$ cat src/rtl/cbrr_defs.svh
/*
  Offsets, field positions, reset values and scale figures of the cell and
  stack result registers. Assumes inclusion by bare name from rtl/.
*/
`ifndef CBRR_DEFS_SVH
`define CBRR_DEFS_SVH
`define CBRR_OFF_THIRTEENTH_CELL_RESULT_FIELD    8'h53
`define CBRR_OFF_FOURTEENTH_CELL_RESULT_FIELD    8'h54
`define CBRR_OFF_STACK     8'h55
`define CBRR_RES_MSB       15
`define CBRR_RES_LSB       2
`define CBRR_RESET_VAL     16'h0000
`define CBRR_CELL_FS_MV    5000
`define CBRR_STACK_FS_MV   65000
`endif

$ cat src/rtl/cbrr_pkg.sv
/*
  Types of the cell and stack result registers.
  Assumes cbrr_defs.svh supplies the numeric constants.
*/
package cbrr_pkg;
  typedef logic [13:0] cbrr_code_t;
  typedef logic [15:0] cbrr_word_t;
  // one conversion delivered by the scan engine
  typedef struct packed {
    logic       valid;
    logic       skipped;
    cbrr_code_t raw;
    cbrr_code_t filt;
  } cbrr_conv_t;
  typedef struct packed {
    logic [7:0] addr;
    logic       wr;
    logic       rd;
  } cbrr_bus_t;
endpackage : cbrr_pkg

$ cat src/rtl/cbrr_result_regs.sv
/*
  Read-only result registers for cells 13, 14 and the stack voltage.
  Assumes a scan engine on sys_clk delivering codes already scaled
  (cells 5 V full scale, stack 65 V full scale) and a one-cycle
  read-latency register port on the same clock.
*/
// Contract
// RULE1: cell code sits in bits 15 to 2
// RULE2: cell code span equals five volts
// RULE3: disabled skipped cell keeps its result
// RULE4: cell registers read-only, reset to zero
// RULE5: stack code sits in bits 15 to 2
// RULE6: stack code span equals 65 volts
// RULE7: disabled skipped stack keeps its result
// RULE8: stack register read-only, reset to zero
// RULE9: low bits zero, writes ignored
`timescale 1ns/10ps
`default_nettype none
`include "cbrr_defs.svh"
module cbrr_result_regs
  import cbrr_pkg::*;
(
  input  wire logic       sys_clk,
  input  wire logic       resetn,
  input  wire logic [7:0] regAddr,
  input  wire logic [15:0] regWdata,
  input  wire logic       regWr,
  input  wire logic       regRd,
  output cbrr_word_t      regRdata,
  input  wire cbrr_conv_t thirteenthCellConv,
  input  wire cbrr_conv_t fourteenthCellConv,
  input  wire cbrr_conv_t stackConv,
  input  wire logic [1:0] cellChannelMeasureEnable,
  input  wire logic       stackMeasureEnable,
  input  wire logic       filteredReadbackSelect
);
  // full-scale figures are fixed by the converter front end; codes arrive scaled
  localparam int CellFsMv  = `CBRR_CELL_FS_MV;  // RULE2
  localparam int StackFsMv = `CBRR_STACK_FS_MV; // RULE6

  typedef struct packed {
    cbrr_word_t rdata;
  } cbrr_top_t;

  cbrr_top_t  st_r;
  cbrr_top_t  st_nxt;
  cbrr_word_t words [3];
  cbrr_conv_t convs [3];
  logic [2:0] enables;

  assign convs[0] = thirteenthCellConv;
  assign convs[1] = fourteenthCellConv;
  assign convs[2] = stackConv;
  assign enables  = {stackMeasureEnable, cellChannelMeasureEnable};

  genvar g;
  generate
    for (g = 0; g < 3; g++) begin : gSlot
      cbrr_result_slot uSlot (
        .sys_clk    (sys_clk),
        .resetn     (resetn),
        .conv       (convs[g]),
        .measEnable (enables[g]),
        .filtSel    (filteredReadbackSelect),
        .word       (words[g])
      );
    end
  endgenerate

  function automatic cbrr_word_t decode(input logic [7:0] a,
                                        input cbrr_word_t w0,
                                        input cbrr_word_t w1,
                                        input cbrr_word_t w2);
    case (a)
      `CBRR_OFF_THIRTEENTH_CELL_RESULT_FIELD: decode = w0;
      `CBRR_OFF_FOURTEENTH_CELL_RESULT_FIELD: decode = w1;
      `CBRR_OFF_STACK:  decode = w2;
      default:          decode = 16'h0000;
    endcase
  endfunction : decode

  // regWr and regWdata are accepted and dropped: every register here is read-only
  always_comb begin
    st_nxt = st_r;
    st_nxt.rdata = 16'h0000;
    if (regRd) begin
      st_nxt.rdata = decode(regAddr, words[0], words[1], words[2]); // RULE4 RULE8 RULE9
    end
  end

  always_ff @(posedge sys_clk) begin
    if (!resetn) begin
      st_r <= '0;
    end else begin
      st_r <= st_nxt;
    end
  end

  assign regRdata = st_r.rdata;
endmodule : cbrr_result_regs
`default_nettype wire

$ cat src/rtl/cbrr_result_slot.sv
/*
  One result holding register: keeps raw and filtered codes of one channel
  and presents the selected one left-aligned. Assumes scan-engine inputs
  on sys_clk.
*/
`timescale 1ns/10ps
`default_nettype none
`include "cbrr_defs.svh"
module cbrr_result_slot
  import cbrr_pkg::*;
(
  input  wire logic       sys_clk,
  input  wire logic       resetn,
  input  wire cbrr_conv_t conv,
  input  wire logic       measEnable,
  input  wire logic       filtSel,
  output cbrr_word_t      word
);
  typedef struct packed {
    cbrr_code_t raw;
    cbrr_code_t filt;
  } cbrr_slot_t;

  cbrr_slot_t st_r;
  cbrr_slot_t st_nxt;

  always_comb begin
    st_nxt = st_r;
    // a disabled channel that the scan skipped keeps its data
    if (conv.valid && !(conv.skipped && !measEnable)) begin // RULE3 RULE7
      st_nxt.raw  = conv.raw;
      st_nxt.filt = conv.filt;
    end
  end

  always_ff @(posedge sys_clk) begin
    if (!resetn) begin
      st_r <= '0; // RULE4 RULE8
    end else begin
      st_r <= st_nxt;
    end
  end

  // result msb at bit 15, low two bits read zero
  assign word = {(filtSel ? st_r.filt : st_r.raw), 2'b00}; // RULE1 RULE5 RULE9
endmodule : cbrr_result_slot
`default_nettype wire

$ cat config.mk
export PLATFORM = sky130hd
export DESIGN_NAME = cbrr_result_regs
export DESIGN_NICKNAME = d
export VERILOG_FILES = /design/src/rtl/cbrr_pkg.sv /design/src/rtl/cbrr_result_regs.sv /design/src/rtl/cbrr_result_slot.sv
export VERILOG_INCLUDE_DIRS = /design/src /design/src/rtl
export SDC_FILE = /design/constraint.sdc
export NUM_CORES = 1
export LEC_CHECK = 0
export ABC_CLOCK_PERIOD_IN_PS = 1100
export BUFFER_PORTS_ARGS = -buffer_cell sky130_fd_sc_hd__buf_2
export CAP_MARGIN = 20
export CORE_ASPECT_RATIO = 1.1
export CORE_UTILIZATION = 48
export CTS_BUF_LIST = sky130_fd_sc_hd__clkbuf_4
export DETAILED_ROUTE_END_ITERATION = 10
export PLACE_DENSITY = 0.79
export REMOVE_ABC_BUFFERS = 1
export SETUP_SLACK_MARGIN = 0.1
export SKIP_CTS_REPAIR_TIMING = 1
export SLEW_MARGIN = 20
export SYNTH_ARGS = -nofsm -noshare
export SYNTH_HDL_FRONTEND = slang
export SYNTH_SLANG_ARGS = --single-unit
$ cat constraint.sdc
create_clock -name sys_clk -period 1.1 [get_ports sys_clk]
set_input_delay 0.165 -clock sys_clk [delete_from_list [all_inputs] [get_ports sys_clk]]
set_output_delay 0.165 -clock sys_clk [all_outputs]
set_load 0.005 [all_outputs]
======== After elaboration in Yosys (flattened, before gate mapping) ========
Index checks and enable logic that the tools add are counted.
storage, ports and cells
  output and inout port bits .............. 16
  register bits ........................... 100
  logic and storage cells ................. 27
operators by class
  mux-type cells .......................... 4
  reduce and logical (&&, ||, !) cells .... 13
  eq/ne operators ......................... 3
operators by type and width
  cell                                                  number
  one-hot mux 16 bit (3 select lines)                   1
  two-way mux 14 bit                                    3
  equality test 8 x 7 -> 1 bit (second input constant)  3
  logical AND 1 bit                                     6
  logical NOT 1 bit                                     6
  AND reduction 2 bit                                   1

======== Longest topological paths before layout ========
Gate-level depths: netlist of run 1.
  depth in word-level cells ............... 4
  mapped depth ............................ 5
  gate-level depth less buffers ........... 3

======== By module ========
A second synthesis of run 1 with hierarchy kept.
unflattened totals
  cells, all modules ...................... 499
  area, all modules ....................... 4749.6 um^2
modules (own cells, without submodules)
  module            times used  seq. area each (um^2)  area each (um^2)  cells each
  cbrr_result_slot  3           560.5                  1330.0            141
  cbrr_result_regs  1           320.3                  759.5             76

======== Least setup slack after synthesis of run 1 ========
No wires, ideal clock.
  path type ............................... input -> register
  start point ............................. input port filteredReadbackSelect
  end point ............................... register st_r, in the netlist regRdata[3]
  setup time .............................. 126 ps
  stages .................................. 5
  data required time ...................... 974 ps
  path buffers ............................ 3
  data arrival time ....................... 974 ps
  slack ................................... 0 ps
  cells stage by stage .................... buf_2 buf_4 buf_4 mux2i_1 o22ai_1
on the way
  word-level cells in the longest chain between the ends .. 2
  elaborated cells between the ends (all ways) .. 4
RTL lines
  item                                     line                    text
  from (decl)                              cbrr_result_regs.sv:35  input wire logic filteredReadbackSelect
  two-way mux 14 bit                       cbrr_result_slot.sv:45  assign word = {(filtSel ? st_r.filt : st_r.raw), 2'b00};
  one-hot mux 16 bit (3 select lines) (*)  cbrr_result_regs.sv:74  case (a)
  to (signal assigned)                     cbrr_result_regs.sv:95  st_r <= st_nxt;
  to (decl)                                cbrr_result_regs.sv:45  cbrr_top_t st_r;
Mark *: on every way between the ends. The rest lies on a longest branch, timed or not.
A chain may end at the register's enable or synchronous reset.

======== Worst setup path in the final report of run 1 ========
  start point ............................. register st_r, in the netlist regRdata[4]
  end point ............................... output port regRdata[4]
RTL lines
  item       line                    text
  to (decl)  cbrr_result_regs.sv:29  output cbrr_word_t regRdata,
No word-level cell between the ends.

==> out/qor.txt, run 1 <==
status - finished, violations left
failing checks - negative hold slack
first-pass GRT wire length - 17,400 um
H-tree depth - 3
Critical Path Fanout Max - 1
Routability Congestion - 0.787
DR vias/cell - 5.64
diode count - 0
vias - 4,256
clock buffer depth - 2
number of max-cap violations - 0
pwr dens - 1230 mW/mm2
maximum number of pins on one net before global-route repair - 57
total power - 7.20 mW
worst relative slew slack - 0.536
Yosys cell types - 28
P&R area growth vs syn - 30.9%
FP Rows - 36
Final Net Count - 757
unrepaired setup endpoints after global routing - yes
worst hold slack - -0.00835 ns
CTS buffer count - 9
Port Buffers - 118
Clock Sink Count - 98
worst reg-to-reg path cell count - 3
Die ar. - 0.00973 mm2
Final min period - 1.07 ns
vias in the first global route - 3,700
WS Path Type - register to primary output
maximum VDD drop - 0.795 mV
CP max stage cell - dfxtp_2
worst slew pin tran - 0.695 ns
initial antenna violation count - 0
Lkg Pwr - 2.32 nW
fin. max-slew vios - 0
number of synthesized register bits - 98
startpoint class of the critical path - register
fraction of layout cells with a size suffix above 1 - 0.278
worst min-delay path endpoint - gSlot[1].uSlot.st_r[21]
Place WS - -0.183 ns
antenna-violating nets left - 0
Worst Setup End Kind - primary output
synthesized area - 0.00448 mm2
DRT Wirelength - 11,800 um
Initial Util - 0.500
crit-path leading delay family - flip-flops
Tot GR Track Use - 0.230
Tcrit/Tclk final - 0.972
Post-Synthesis Mean Instance Area - 9.03 um2
Layout Skew - 0.0131 ns
Routed wire per std cell - 15.7 um
FF-to-FF End - regRdata[3]
CP required - 0.94 ns
Worst-path clk slew - 0.14 ns
fmax - 935 MHz
final hold vios - 7
Ys Warns - 0
R2R Path Start - gSlot[1].uSlot.st_r[1]
Die H - 103 um
CTS tree - built
drt initial violations - 280
Setup WS post-layout - 0.0306 ns
IO Pins - 138
Fillers - 735
post-DP HPWL - 7820 um
GR Overflow Total - 0
DRC viols - 0
Reg2Reg Setup Slack - 0.16 ns
worst path bufs/invs - 1
Core ar. - 0.00896 mm2
Hold Path Depth - 3
DR pass1 iterations - 5
Die Width - 94.1 um
post-synthesis sequential area ratio - 0.438
Hold Startpoint - fourteenthCellConv[21]
critical path data arrival time - 0.90 ns
worst hold path type - input port to register
crit-path max cell delay - 0.35 ns
critical path cell sequence - buf_2
# setup viols final - 0
Root Buffer Master - clkbuf_4
Mapped Cells - 496
Worst-Skew Late Latency - 0.43 ns
==> layout by cell type, fill, tap and decap left out, drive strengths merged, types with 3 or more instances in the layout <==
cell type and instances:
buf 136, dfxtp 98, a21oi 87, nand3b 86
o21ai 84, dlygate4sd3 43, mux2i 39, o22a 14
o22ai 11, clkbuf 10, nor2b 5, inv 4
mux2 3, nand4 3, bufinv 3, clkinv 3
==> metrics by stage <==
step	TNS (ns)	instance area [um2]	cells	utilization	hold WS (ns)
global placement	-4.99	5210	695	0.581	0.437
CTS	-0.00157	5390	711	0.601	-0.0332
detailed placement	-10.71	5210	695	0.581	0.443
floorplan	-63.64	4240	445	-	0.328
finish	0	5870	754	0.654	-0.00835
global route	0	5870	754	0.654	-0.00332
==> how the worst max path moves through the flow <==
stage          depth (start not counted)                 endpoint  slack [ns]                   start
2_1_floorplan                          3   gSlot[0].uSlot.st_r[0]       -0.76  thirteenthCellConv[28]
3_3_place_gp                           4             regRdata[12]       -0.12              regAddr[0]
3_5_place_dp                           4  gSlot[1].uSlot.st_r[17]       -0.18  fourteenthCellConv[29]
4_1_cts                                1              regRdata[4]      -0.002             regRdata[4]
5_1_grt                                1              regRdata[4]       0.006             regRdata[4]
6_report                               1              regRdata[4]        0.03             regRdata[4]
==> tightest hold or removal path: stages <==
cell      delay [ns]
buf_2           0.10
nand3b_1        0.07
a21oi_1         0.06
==> logic make-up after synthesis <==
kind of cell | Yosys count | synth area share
DFF | 98 | 0.438
muxes | 42 | 0.0947
other | 1 | 0.000837
AOI/OAI and AO/OA | 197 | 0.238
and+or+nand+nor | 102 | 0.171
buffers and inverters | 56 | 0.0572
==> final cells by class <==
cell class	instances	area (um2)	share of cell area
clock buffer	10	75.1	0.0128
clock inverter	6	105	0.0179
inverter	4	15.0	0.00256
multi-input combinational	343	2270	0.388
sequential	98	1980	0.337
tap	114	143	0.0243
timing repair buffer	179	1270	0.217
==> cells in the mapped netlist <==
cell      number  share of area
a21oi_1       85          0.095
a21oi_2        2         0.0039
and3b_1        1         0.0020
and3b_2        1         0.0022
and4b_1        1         0.0022
buf_1          8         0.0067
buf_2          4         0.0045
buf_4          7          0.012
buf_6          1         0.0025
clkbuf_1      26          0.022
clkbuf_2       6         0.0067
conb_1         1        0.00084
dfxtp_1       98           0.44
inv_1          4         0.0034
mux2_2         3         0.0075
mux2i_1       39          0.087
nand3_1        1         0.0011
nand3b_1      86           0.14
nand4_1        3         0.0042
nand4b_1       1         0.0020
nor2b_1        5         0.0070
nor3b_1        1         0.0017
nor3b_2        1         0.0028
o211ai_2       1         0.0028
o21ai_0       84          0.094
o22a_1        14          0.027
o22ai_1       11          0.015
or3b_1         1         0.0020
==> flip-flops by register name, indices dropped and copies added (netlist names) <==
| name | cells |
|---|---|
| gSlot.uSlot.st_r | 84 |
| regRdata | 14 |
==> routing by layer <==
| metal | global-route usage | routed length, um | vias to the layer above |
|---|---|---|---|
| met1 | 0.300 | 5030 | 1985 |
| met3 | 0.0285 | 576 | 24 |
| li1 | - | - | 2088 |
| met5 | 0 | 0 | - |
| met2 | 0.396 | 5890 | 159 |
| met4 | 0.0793 | 320 | 0 |
==> where the power goes <==
group | total, mW | switching, mW | internal, mW
Sequential | 3.79 | 0.0751 | 3.72
Clock | 2.31 | 1.14 | 1.17
Combinational | 1.10 | 0.531 | 0.564
Power figures use the tool's default switching activity.
==> inputs of run 2 (changes only) <==
--- a/config.mk
+++ b/config.mk
@@ -6,6 +6,7 @@
 export SDC_FILE = /design/constraint.sdc
 export NUM_CORES = 1
 export LEC_CHECK = 0
+export ABC_AREA = 1
 export ABC_CLOCK_PERIOD_IN_PS = 1100
 export BUFFER_PORTS_ARGS = -buffer_cell sky130_fd_sc_hd__buf_2
 export CAP_MARGIN = 20
==> run 2 against run 1 <==
  * The flow still finishes with violations (negative hold slack)
  * Sequential share of layout area rose by 2.3 points
  * Worst hold slack worse by 0.021 ns
  * First-iteration DRC count fell by 11%
  * Clock skew decreased by 0.0022 ns
  * Critical path depth unchanged
  * Critical path type unchanged
  * Largest power group unchanged
==> out/qor.txt, run 2 <==
status - finished, violations left (unchanged)
failing checks - negative hold slack (unchanged)
Final min period - 1.07 ns (about the same)
Place WS - -0.0476 ns (was -0.183 ns)
crit-path max cell delay - 0.35 ns (about the same)
Die Width - 92.9 um (was 94.1 um)
critical path cell sequence - buf_2 (unchanged)
P&R area growth vs syn - 25.4% (was 30.9%)
Core ar. - 0.00883 mm2 (was 0.00896 mm2)
maximum number of pins on one net before global-route repair - 52 (was 57)
Yosys cell types - 21 (was 28)
initial antenna violation count - 0 (unchanged)
# setup viols final - 0 (unchanged)
Critical Path Fanout Max - 1 (unchanged)
CTS tree - built (unchanged)
diode count - 0 (unchanged)
GR Overflow Total - 0 (unchanged)
Post-synth EDFFs - 0 (unchanged)
Mapped Cells - 625 (was 496)
worst hold slack - -0.0295 ns (was -0.00835 ns)
post-synthesis sequential area ratio - 0.450 (was 0.438)
most common cell in the netlist - nor2_1 (was dfxtp_1)
Multi-input gate area - 0.00194 mm2 (was 0.00227 mm2)
fin. max-slew vios - 0 (unchanged)
commonest non-fill, non-tap cell in the layout - nor2_1 (was buf_2)
Root Buffer Master - clkbuf_4 (unchanged)
CTS buffer count - 9 (unchanged)
top cells by count, synth - nor2_1 (146), nand2_1 (127), dfxtp_1 (98) (was dfxtp_1 (98), nand3b_1 (86), a21oi_1 (85))
max FFs per register - 84 (unchanged)
DRT Wirelength - 10,500 um (was 11,800 um)
number of max-cap violations - 0 (unchanged)
Lkg Pwr - 2.73 nW (was 2.32 nW)
Ys Warns - 0 (unchanged)
Port Buffers - 118 (unchanged)
worst path bufs/invs - 1 (unchanged)
fraction of registers with async set/reset - 0 (unchanged)
WS Path Type - register to primary output (unchanged)
synthesized area - 0.00436 mm2 (was 0.00448 mm2)
post-synth top area share - 0.450 (was 0.438)
pwr dens - 1210 mW/mm2 (was 1230 mW/mm2)
Initial Util - 0.494 (was 0.500)
H-tree depth - 3 (unchanged)
number of synthesized register bits - 98 (unchanged)
Die H - 102 um (was 103 um)
Sequential Area - 0.00197 mm2 (was 0.00198 mm2)
Fillers - 813 (was 735)
critical path data arrival time - 0.91 ns (was 0.90 ns)
DR pass1 iterations - 4 (was 5)
DR vias/cell - 4.85 (was 5.64)
cell taking the most area after synthesis - dfxtp_1 (unchanged)
fmax - 933 MHz (was 935 MHz)
DRC viols - 0 (unchanged)
Routed wire per std cell - 11.9 um (was 15.7 um)
top cells by area, synth - dfxtp_1 (45%), nor2_1 (13%), nand2_1 (11%) (was dfxtp_1 (44%), nand3b_1 (14%), a21oi_1 (9.5%))
Routability Congestion - 0.819 (was 0.787)
fraction of layout cells with a size suffix above 1 - 0.224 (was 0.278)
Die ar. - 0.00948 mm2 (was 0.00973 mm2)
Layout Skew - 0.0109 ns (was 0.0131 ns)
total power - 6.61 mW (was 7.20 mW)
Most used DFF post-synth - dfxtp_1 (unchanged)
CP max stage cell - dfxtp_2 (unchanged)
final hold vios - 18 (was 7)
drt initial violations - 249 (was 280)
most frequent cells in the layout - nor2_1 (146), nand2_1 (127), buf_2 (116), dfxtp_1 (88) (was buf_2 (113), nand3b_1 (86), a21oi_1 (85), o21ai_0 (84), dfxtp_1 (84))
vias - 4,272 (was 4,256)
Tcrit/Tclk final - 0.974 (was 0.972)
maximum VDD drop - 0.632 mV (was 0.795 mV)
Worst Setup End Kind - primary output (unchanged)
Biggest register - gSlot.uSlot.st_r (unchanged)
IO Pins - 138 (unchanged)
Tot GR Track Use - 0.216 (was 0.230)
unrepaired setup endpoints after global routing - yes (unchanged)
first-pass GRT wire length - 16,000 um (was 17,400 um)
CP required - 0.94 ns (about the same)
vias in the first global route - 3,587 (was 3,700)
Setup WS post-layout - 0.0281 ns (was 0.0306 ns)
Worst-Skew Late Latency - 0.44 ns (was 0.43 ns)
antenna-violating nets left - 0 (unchanged)
FP Rows - 36 (unchanged)
Final Net Count - 884 (was 757)
crit-path leading delay family - flip-flops (unchanged)
post-DP HPWL - 7310 um (was 7820 um)
startpoint class of the critical path - register (unchanged)
worst hold path type - input port to register (unchanged)
Clock Sink Count - 98 (unchanged)
setup tns final - 0 ns (unchanged)
Post-Synthesis Mean Instance Area - 6.98 um2 (was 9.03 um2)
Worst-path clk slew - 0.14 ns (about the same)
clock buffer depth - 2 (unchanged)
run 2: cell count changes after synthesis, moves of 12 or more:
cell	change
a21oi_1	-74
buf_2	+15
buf_6	+12
clkbuf_1	-23
inv_1	+28
mux2i_1	-39
nand2_1	+127
nand3_1	+55
nand3b_1	-86
nor2_1	+146
o21ai_0	-25
o21ai_1	+36
o22a_1	-14
run 2: metal layers:
metal,wire (um),global-route usage,vias up
li1,-,-,2239
met1,4610,0.280,1905
met2,5190,0.368,111
met3,566,0.0350,17
met4,164,0.0710,0
met5,0,0,-
run 2: power breakdown:
part / leakage (nW) / internal [mW] / switching [mW]
Combinational: 1.86 / 0.507 / 0.601
Clock: 0.0612 / 0.473 / 1.14
Sequential: 0.815 / 3.78 / 0.109
run 2: kinds of logic after synthesis:
kind of cell    share of synthesized area
compound gates                      0.122
buf+inv                             0.106
flops                               0.450
other cells                      0.000859
simple gates                        0.322
run 2: layout make-up:
type,instances,area share
well taps,114,0.0261
clock inverters,6,0.00617
flip-flops and latches,98,0.361
clock buffers,10,0.0137
inverters,39,0.0272
repair buffers,168,0.211
multi-input cells,446,0.355
run 2: final timing paths:
kind / from / endpoint / slack, ns / cells after the start
hold reg to reg: gSlot[1].uSlot.st_r[26] / gSlot[1].uSlot.st_r[26] / 0.46 / 2
hold / removal: stackConv[6] / gSlot[2].uSlot.st_r[6] / -0.03 / 3
setup reg to reg: gSlot[0].uSlot.st_r[18] / regRdata[6] / 0.17 / 6
setup / recovery: regRdata[6] / regRdata[6] / 0.03 / 1
run 2: stage by stage:
| step | std cells | area, um2 | utilization |
|---|---|---|---|
| 2_1_floorplan | 583 | 4050 | - |
| 3_3_place_gp | 829 | 4980 | 0.564 |
| 3_5_place_dp | 829 | 4980 | 0.564 |
| 4_1_cts | 845 | 5090 | 0.576 |
| 5_1_grt | 881 | 5470 | 0.620 |
| 6_report | 881 | 5470 | 0.620 |
